File: src/hw/bsrc_pkg.sv
package bsrc_pkg;

  // ==========================================================
  // Bus cycle states
  typedef enum logic [2:0] {
    BSRC_IDLE,
    BSRC_ADDR,
    BSRC_T2,
    BSRC_T3,
    BSRC_WAIT,
    BSRC_T4
  } bsrc_state_e;

  // ==========================================================
  // Queue status codes, bit one then bit zero
  localparam logic [1:0] QS_NONE = 2'h0;
  localparam logic [1:0] QS_FIRST = 2'h1;
  localparam logic [1:0] QS_NEXT = 2'h3;
  localparam logic [1:0] QS_EMPTY = 2'h2;

  // ==========================================================
  // Lane encodings: upper enable, lowest address bit
  localparam logic [1:0] LANE_WORD = 2'h0;
  localparam logic [1:0] LANE_UPPER = 2'h1;
  localparam logic [1:0] LANE_LOWER = 2'h2;
  localparam logic [1:0] LANE_REFRESH = 2'h3;

  // ==========================================================
  // Strap timing: cycles after reset release before sampling
  localparam logic [1:0] STRAP_DELAY = 2'h3;
  localparam int SYNC_STAGES = 2;

endpackage

File: src/hw/bsrc_sync.sv
`timescale 1ns/1ps
// ==========================================================
// Two flip-flop level synchroniser
module bsrc_sync #(
  parameter int WIDTH = 1
) (
  input wire logic clk_in,
  input wire logic rst_in,
  input wire logic [WIDTH-1:0] d_in,
  output logic [WIDTH-1:0] q_out
);

  logic [WIDTH-1:0] meta_r;

  always_ff @(posedge clk_in) begin
    if (rst_in) begin
      meta_r <= '0;
      q_out <= '0;
    end else begin
      meta_r <= d_in;
      q_out <= meta_r;
    end
  end

endmodule

File: src/hw/bsrc_ctrl.sv
`timescale 1ns/1ps
// ==========================================================
// Bus strobe and ready control: one clk_in cycle per T-state
module bsrc_ctrl #(
  parameter int AW = 16,
  parameter bit NARROW_BUS = 1'b0
) (
  input wire logic clk_in,
  input wire logic rst_in,
  // Core side
  input wire logic req_in,
  input wire logic req_write_in,
  input wire logic req_word_in,
  input wire logic req_refresh_in,
  input wire logic [AW-1:0] req_addr_in,
  input wire logic [AW-1:0] req_wdata_in,
  input wire logic enhanced_mode_in,
  input wire logic [1:0] queue_op_in,
  output logic busy_out,
  output logic done_out,
  output logic [AW-1:0] rdata_out,
  output logic queue_mode_out,
  // Bus pins
  input wire logic [AW-1:0] ad_in,
  output logic [AW-1:0] ad_out,
  output logic ad_oe_out,
  output logic upper_byte_enable_n_out,
  output logic upper_byte_enable_oe_out,
  output logic ale_queue_status_bit_zero_out,
  output logic wr_queue_status_bit_one_out,
  output logic wr_queue_status_bit_one_oe_out,
  input wire logic rd_queue_mode_strap_in,
  output logic rd_out,
  output logic rd_oe_out,
  input wire logic async_ready_in,
  input wire logic sync_ready_in
);

  // ==========================================================
  // Decoding
  function automatic logic [1:0] lane_code(input logic word, input logic refr,
                                           input logic lsb, input logic enh);
    if (refr && enh) begin
      lane_code = bsrc_pkg::LANE_REFRESH;
    end else if (word) begin
      lane_code = bsrc_pkg::LANE_WORD;
    end else if (lsb) begin
      lane_code = bsrc_pkg::LANE_UPPER;
    end else begin
      lane_code = bsrc_pkg::LANE_LOWER;
    end
  endfunction

  bsrc_pkg::bsrc_state_e state_r;
  bsrc_pkg::bsrc_state_e state_nxt;
  logic strap_sync;
  logic async_ready_sync;
  logic [1:0] lane_nxt;
  logic ready_any;
  logic [1:0] strap_cnt_r;
  logic mode_valid_r;
  logic qmode_r;
  logic write_r;
  logic refresh_r;
  logic [1:0] lane_r;
  logic [AW-1:0] wdata_r;
  logic upper_n_nxt;

  // ==========================================================
  // Pin synchronisers
  bsrc_sync #(
    .WIDTH(2)
  ) u_sync (
    .clk_in(clk_in),
    .rst_in(rst_in),
    .d_in({rd_queue_mode_strap_in, async_ready_in}),
    .q_out({strap_sync, async_ready_sync})
  );

  // Either source completes the cycle
  assign ready_any = async_ready_sync | sync_ready_in;
  assign lane_nxt = lane_code(req_word_in, req_refresh_in, req_addr_in[0], enhanced_mode_in);

  // ==========================================================
  // Strap capture after reset release
  always_ff @(posedge clk_in) begin
    if (rst_in) begin
      strap_cnt_r <= '0;
      mode_valid_r <= 1'b0;
      qmode_r <= 1'b0;
    end else if (!mode_valid_r) begin
      if (strap_cnt_r == bsrc_pkg::STRAP_DELAY) begin
        mode_valid_r <= 1'b1;
        qmode_r <= ~strap_sync;
      end else begin
        strap_cnt_r <= strap_cnt_r + 2'h1;
      end
    end
  end

  always_ff @(posedge clk_in) begin
    if (rst_in) begin
      queue_mode_out <= 1'b0;
    end else begin
      queue_mode_out <= qmode_r;
    end
  end

  // ==========================================================
  // T-state sequencer
  always_comb begin
    state_nxt = state_r;
    case (state_r)
      bsrc_pkg::BSRC_IDLE: begin
        if (req_in && mode_valid_r) begin
          state_nxt = bsrc_pkg::BSRC_ADDR;
        end
      end
      bsrc_pkg::BSRC_ADDR: state_nxt = bsrc_pkg::BSRC_T2;
      bsrc_pkg::BSRC_T2: state_nxt = bsrc_pkg::BSRC_T3;
      bsrc_pkg::BSRC_T3, bsrc_pkg::BSRC_WAIT: begin
        state_nxt = ready_any ? bsrc_pkg::BSRC_T4 : bsrc_pkg::BSRC_WAIT;
      end
      bsrc_pkg::BSRC_T4: state_nxt = bsrc_pkg::BSRC_IDLE;
      default: state_nxt = bsrc_pkg::BSRC_IDLE;
    endcase
  end

  always_ff @(posedge clk_in) begin
    if (rst_in) begin
      state_r <= bsrc_pkg::BSRC_IDLE;
    end else begin
      state_r <= state_nxt;
    end
  end

  // Request capture
  always_ff @(posedge clk_in) begin
    if (rst_in) begin
      write_r <= 1'b0;
      refresh_r <= 1'b0;
      lane_r <= bsrc_pkg::LANE_LOWER;
      wdata_r <= '0;
    end else if (state_r == bsrc_pkg::BSRC_IDLE && state_nxt == bsrc_pkg::BSRC_ADDR) begin
      write_r <= req_write_in & ~req_refresh_in;
      refresh_r <= req_refresh_in;
      lane_r <= lane_nxt;
      wdata_r <= req_wdata_in;
    end
  end

  // ==========================================================
  // Multiplexed address/data bus
  always_ff @(posedge clk_in) begin
    if (rst_in) begin
      ad_out <= '0;
      ad_oe_out <= 1'b0;
    end else if (state_nxt == bsrc_pkg::BSRC_ADDR) begin
      ad_out <= {req_addr_in[AW-1:1], lane_nxt[0]};
      ad_oe_out <= 1'b1;
    end else if (state_nxt == bsrc_pkg::BSRC_T2) begin
      ad_out <= wdata_r;
      ad_oe_out <= write_r;
    end else if (state_nxt == bsrc_pkg::BSRC_IDLE) begin
      ad_oe_out <= 1'b0;
    end
  end

  always_ff @(posedge clk_in) begin
    if (rst_in) begin
      rdata_out <= '0;
    end else if (state_nxt == bsrc_pkg::BSRC_T4 && !write_r) begin
      rdata_out <= ad_in;
    end
  end

  // ==========================================================
  // Upper enable / refresh strobe pin
  always_comb begin
    if (NARROW_BUS) begin
      upper_n_nxt = ~refresh_r;
    end else begin
      upper_n_nxt = lane_r[1];
    end
  end

  always_ff @(posedge clk_in) begin
    if (rst_in) begin
      upper_byte_enable_n_out <= 1'b1;
      upper_byte_enable_oe_out <= 1'b0;
    end else if (state_nxt == bsrc_pkg::BSRC_ADDR) begin
      upper_byte_enable_n_out <= NARROW_BUS ? ~req_refresh_in : lane_nxt[1];
      upper_byte_enable_oe_out <= 1'b1;
    end else if (state_nxt == bsrc_pkg::BSRC_IDLE) begin
      upper_byte_enable_n_out <= 1'b1;
      upper_byte_enable_oe_out <= 1'b0;
    end else begin
      upper_byte_enable_n_out <= upper_n_nxt;
    end
  end

  // ==========================================================
  // Latch, write and read strobes or queue status
  always_ff @(posedge clk_in) begin
    if (rst_in) begin
      ale_queue_status_bit_zero_out <= 1'b0;
    end else if (qmode_r) begin
      ale_queue_status_bit_zero_out <= queue_op_in[0];
    end else begin
      ale_queue_status_bit_zero_out <= (state_nxt == bsrc_pkg::BSRC_ADDR);
    end
  end

  always_ff @(posedge clk_in) begin
    if (rst_in) begin
      wr_queue_status_bit_one_out <= 1'b1;
      wr_queue_status_bit_one_oe_out <= 1'b0;
    end else if (qmode_r) begin
      wr_queue_status_bit_one_out <= queue_op_in[1];
      wr_queue_status_bit_one_oe_out <= 1'b1;
    end else begin
      wr_queue_status_bit_one_oe_out <= mode_valid_r;
      wr_queue_status_bit_one_out <= ~(write_r && (state_nxt == bsrc_pkg::BSRC_T2 ||
        state_nxt == bsrc_pkg::BSRC_T3 ||
        state_nxt == bsrc_pkg::BSRC_WAIT));
    end
  end

  always_ff @(posedge clk_in) begin
    if (rst_in) begin
      rd_out <= 1'b1;
      rd_oe_out <= 1'b0;
    end else if (qmode_r || !mode_valid_r) begin
      rd_out <= 1'b1;
      rd_oe_out <= 1'b0;
    end else begin
      rd_oe_out <= 1'b1;
      rd_out <= ~(!write_r && (state_nxt == bsrc_pkg::BSRC_T2 ||
                               state_nxt == bsrc_pkg::BSRC_T3 ||
                               state_nxt == bsrc_pkg::BSRC_WAIT));
    end
  end

  // ==========================================================
  // Core status
  always_ff @(posedge clk_in) begin
    if (rst_in) begin
      busy_out <= 1'b1;
      done_out <= 1'b0;
    end else begin
      busy_out <= ~mode_valid_r || (state_nxt != bsrc_pkg::BSRC_IDLE);
      done_out <= (state_r == bsrc_pkg::BSRC_T4);
    end
  end

endmodule

File: config.mk
export PLATFORM = sky130hd
export DESIGN_NAME = bsrc_ctrl
export DESIGN_NICKNAME = d
export VERILOG_FILES = /design/src/hw/bsrc_pkg.sv /design/src/hw/bsrc_sync.sv /design/src/hw/bsrc_ctrl.sv
export SDC_FILE = /design/constraint.sdc
export NUM_CORES = 1
export LEC_CHECK = 0
export BUFFER_PORTS_ARGS = -buffer_cell sky130_fd_sc_hd__buf_2
export CAP_MARGIN = 20
export CORE_MARGIN = 2
export CORE_UTILIZATION = 45
export DETAILED_ROUTE_END_ITERATION = 16
export PLACE_DENSITY_LB_ADDON = 0.12
export SETUP_SLACK_MARGIN = 0.4
export SYNTH_ARGS = -nofsm -noshare
export SYNTH_HDL_FRONTEND = slang
export SYNTH_SLANG_ARGS = --single-unit
File: constraint.sdc
create_clock -name clk_in -period 1.6 [get_ports clk_in]
set_input_delay 0.24 -clock clk_in [delete_from_list [all_inputs] [get_ports clk_in]]
set_output_delay 0.24 -clock clk_in [all_outputs]
set_load 0.01 [all_outputs]
; ---- Yosys cells after proc, flatten, opt, wreduce, memory -nomap -nowiden
; Cells that the tools add are included.
[op_classes]
n_mux = 20
add_sub_neg = 1
bitwise = 8
n_eq_ne = 11
n_reduce_logical = 22
[ops]
columns = op, count
row1 = $mux W16, 2
row2 = $mux W1, 13
row3 = $eq A3 B2 Y1 const B, 4
row4 = $eq A3 B3 Y1 const B, 4
row5 = $pmux W3 S4, 1
row6 = $eq A3 B1 Y1 const B, 2
row7 = $logic_and A1 B1 Y1, 6
row8 = $logic_not A3 Y1, 2
row9 = $mux W2, 3
row10 = $not A1 Y1, 6
row11 = $reduce_bool A3 Y1, 2
row12 = $logic_or A1 B1 Y1, 4
row13 = $reduce_and A2 Y1, 2
row14 = $reduce_bool A2 Y1, 2
row15 = $reduce_or A2 Y1, 2
row16 = $mux W3, 1
row17 = $add A2 B1 Y2 const B, 1
row18 = $eq A2 B2 Y1 const B, 1
row19 = $logic_not A1 Y1, 2
row20 = $and A1 B1 Y1, 1
row21 = $or A1 B1 Y1, 1
[totals]
inputBits = 60
out_inout_bits = 43
regBits = 73
word_cells = 84

; ---- Longest topological paths before layout
[logic_depth]
depth_word = 9
mapped_depth = 6
mapped_depth_nobuf = 4

; ---- By module
; Synthesis repeated with hierarchy kept, for this count alone.
[unflattened]
cells_unflattened = 288
hier_area_um2 = 2721.4
[modules_own_cells]
columns = mod, instances, cells_per_inst, area_each_um2, seq_area_each_um2
row1 = bsrc_ctrl, 1, 280, 2616.3, 1361.3
row2 = bsrc_sync, 1, 8, 105.1, 80.1

; ---- Worst setup path before layout
; No wires, ideal clock.
[synth_timing]
path_kind = reg2reg
from = register state_r[2]
to = register rdata_out[10]
setup_time_ns = 0.072
t_required_ns = 1.528
slack_ns = -0.094
synth_period_minus_slack_ns = 1.694
stages_incl_launch_ff = 6
arrival_time_ns = 1.623
n_path_buf = 2
path_cell_list = dfxtp_1 -> buf_4 -> or3b_4 -> a211oi_4 -> buf_8 -> mux2i_1
[synth_between]
elab_chain_len = 5
word_cells_on_any_way = 10
cone_classes = 5 x eq/ne / 2 x mux / 3 x reduce/logical
[synth_lines]
columns = item, line
row1 = start: declaration, bsrc_ctrl.sv:54  ; bsrc_pkg::bsrc_state_e state_r;
row2 = start signal: assignment, bsrc_ctrl.sv:131  ; state_r <= bsrc_pkg::BSRC_IDLE;
row3 = start signal: assignment, bsrc_ctrl.sv:133  ; state_r <= state_nxt;
row4 = $eq A3 B2 Y1 / $eq A3 B3 Y1 (equally long branches), bsrc_ctrl.sv:113  ; case (state_r)
row5 = $reduce_or A2 Y1, bsrc_ctrl.sv:113
row6 = $pmux W3 S4 *, bsrc_ctrl.sv:113
row7 = $eq A3 B3 Y1 *, bsrc_ctrl.sv:172  ; end else if (state_nxt == bsrc_pkg::BSRC_T4 && !write_r) begin
row8 = $logic_and A1 B1 Y1 *, bsrc_ctrl.sv:172
row9 = end signal: assignment, bsrc_ctrl.sv:173  ; rdata_out <= ad_in;
row10 = end: declaration, bsrc_ctrl.sv:21  ; output logic [AW-1:0] rdata_out,
; Mark *: on every way between the ends. The rest lies on a longest branch, timed or not.
; A chain may end at the register's enable or synchronous reset.

; ---- Worst setup path after layout
[layout_timing]
from = register state_r[2]
to = register rdata_out[13]
; Same word-level chain as after synthesis.

==> results_dict.tcl <==
set metrics [dict create \
    slowest_stage "or3b_4" \
    p_leak_nw 1.89 \
    synthTopCellsByCount "72 x dfxtp_1, 34 x nand2b_1, 32 x mux2i_1" \
    vias 2872 \
    die_w_um 85.4 \
    final-setup-viol-count 0 \
    coreArea_um2 6390 \
    synth_edf_count 0 \
    arrival_ns 1.85 \
    final_area_um2 4740 \
    place_area_um2 3680 \
    cts.clk_slew.worst_paths_ns 0.07 \
    crit_path_max_incr_delay_ns 0.39 \
    syn-num-nets 374 \
    drt_iter0_drc 139 \
    final_nets 513 \
    fin_util_pct 74.2 \
    clk_path_buf_depth 2 \
    tns_ns 0 \
    post-route-period-util_pct 98.7 \
    hold_viol 0 \
    avgViaCountPerCell 5.38 \
    path_buf_inv 2 \
    area_growth_pct 58.7 \
    grt_max_degree 45 \
    place.gp.congestion 0.720 \
    total_power_mw 4.41 \
    path_depth 5 \
    critPathLaunchType "flip-flop" \
    htreeDepth 3 \
    drt_wl_total_um 8600 \
    layout-drive-gt1-share_pct 52.5 \
    fmax_ghz 0.633 \
    drt-wirelength-per-cell_um 16.1 \
    die_h_um 85.4 \
    cts_buffers 9 \
    crit_family "simple AND/OR/NAND/NOR gates" \
    std_cell_rows 29 \
    grt_pass1_wl_um 13300 \
    path_cells "or3b_4, buf_6, a211oi_4, buf_12, mux2i_1" \
    grt.total_usage_pct 23.0 \
    fillerInstances 452 \
    worstMarginPinSlew_ns 0.400 \
    syn_area_per_cell_um2 9.53 \
    synth_ff_type "dfxtp_1" \
    insertion_delay_ns 0.34 \
    cp_max_fo 16 \
    antenna_cells 0 \
    initial_core_util_pct 46.7 \
    antenna_found_initial 0 \
    holdPathStages 2 \
    synth_cells 313 \
    synth-async-reset-ratio_pct 0 \
    netlist_area_um2 2980 \
    pre_cts_slack_ns 0.000296 \
    synth.distinct_cells 41 \
    crit_required_ns 1.87 \
    outcome "finished clean" \
    drtAntennaViolNets 0 \
    whs_ns 0.105 \
    vdd_drop_max_v 0.000656 \
    hp-class "primary input to flip-flop" \
    max_cap_viol_count 0 \
    layoutNonFillerInstCount 534 \
    ff2ff_path_depth 5 \
    grt_pass1_vias 2745 \
    drv_slew 0 \
    drc 0 \
    crit_type "flip-flop to flip-flop" \
    maxSlewHeadroom_pct 73.4 \
    synth_top_area_share_pct 48.3 \
    ys_warn_count 0 \
    rsz0062_at_grt "yes" \
    cp-end-kind "flip-flop" \
    pin_count 103 \
    layout_min_cycle_time_ns 1.58 \
    ys_seq_area_share_pct 48.3 \
    yosysMostFrequentCell "dfxtp_1" \
    clock_skew_ns 0.00798 \
    cts-root-buf "clkbuf_8" \
    grt_overflow 0 \
    fin_ws_ns 0.0205 \
    clock_sinks 72 \
    synth_area_leaders "dfxtp_1 48%, mux2i_1 11%, nand2b_1 7.1%" \
    yosysTopAreaCell "dfxtp_1" \
    dieArea_um2 7300 \
    cts_tree "done" \
    placed_cells 480 \
    powerDensity_nw_per_um2 931 \
    hpwl_um 4650 \
    port_buffers 102 \
    first_pass_iters 4 \
    synth_seq_cells 72 \
]
-- cell type report --
class / count / area (µm²) / share of cell area, %
Multi-Input combinational cell: 210 / 1760 / 37.2
Sequential cell: 72 / 1450 / 30.5
Timing Repair Buffer: 155 / 1250 / 26.4
Clock buffer: 12 / 145 / 3.06
Tap cell: 77 / 96.3 / 2.03
Clock inverter: 4 / 20.0 / 0.423
Inverter: 4 / 15.0 / 0.317
-- worst register-to-register path, delay by kind of cell, from the launching register on --
kind,cells,cell delay [ns]
AO/OA/AOI/OAI,1,0.23
buffers and inverters,2,0.33
flip-flops,1,0.35
multiplexers,1,0.20
AND/OR/NAND/NOR,1,0.39
-- routing by layer --
metal / GRT usage, % / share of wire, %
met1: 30.9 / 44
met2: 35.9 / 48
met3: 5.84 / 6.3
met4: 7.94 / 1.4
met5: 0 / 0
-- final timing paths --
| kind | slack [ns] | start | end |
|---|---|---|---|
| max | 0.02 | state_r[2] | rdata_out[13] |
| min | 0.11 | rd_queue_mode_strap_in | u_sync.meta_r[1] |
| max reg2reg | 0.02 | state_r[2] | rdata_out[13] |
| min reg2reg | 0.41 | u_sync.q_out[1] | qmode_r |
-- repair_timing --
action                                 CTS  global route
resized for setup                       79            37
pin swaps                               23            42
hold buffers                             0             0
endpoints found under the hold margin    0             0
setup endpoints to repair               57            59
cloned                                   8             0
setup buffers                           25             5
-- where the power goes --
part	switching, mW	leakage [nW]	internal [mW]
combinational	0.485	1.22	0.642
sequential	0.100	0.585	1.93
clock	0.661	0.0899	0.596
-- kinds of logic (layout without fill, tap and decap cells) --
family                   Yosys count  in the layout  synth area share [%]
XOR/XNOR                           2              2                 0.587
multiplexers                      32             32                  10.7
adder cells (fa/ha/maj)            1              1                 0.419
AND/OR/NAND/NOR                  103            103                  19.9
flip-flops                        72             72                  48.3
AO/OA/AOI/OAI                     72             72                  15.5
buffers and inverters             31            175                  4.61
-- registers in the layout, summed over array words and instances, names as in the netlist, 2 cells and up --
register and cells:
rdata_out 16, u_sync.meta_r 2, strap_cnt_r 2, u_sync.q_out 2, ad_out 16, state_r 3, wdata_r 16
-- layout by cell type (no fill, tap or decap), types with 3 or more instances in the layout --
| master | netlist | routed |
|---|---|---|
| a211oi_2 | 0 | 3 |
| dfxtp_1 | 72 | 68 |
| buf_4 | 2 | 20 |
| dfxtp_2 | 0 | 4 |
| buf_6 | 0 | 15 |
| nor2b_1 | 6 | 5 |
| a21oi_1 | 24 | 9 |
| clkbuf_8 | 0 | 10 |
| nor2_1 | 8 | 8 |
| nand3_1 | 17 | 4 |
| nand2b_1 | 34 | 34 |
| mux2i_1 | 32 | 29 |
| nand2_1 | 6 | 4 |
| nand3_2 | 0 | 6 |
| nand3_4 | 0 | 7 |
| buf_16 | 0 | 6 |
| nor3_1 | 19 | 17 |
| buf_12 | 0 | 8 |
| buf_2 | 2 | 102 |
| o21ai_2 | 0 | 15 |
| a211oi_1 | 16 | 13 |
| clkinv_2 | 0 | 4 |
| o21bai_1 | 4 | 4 |
| a21oi_2 | 0 | 15 |
| inv_1 | 4 | 4 |
Power figures use the tool's default switching activity.
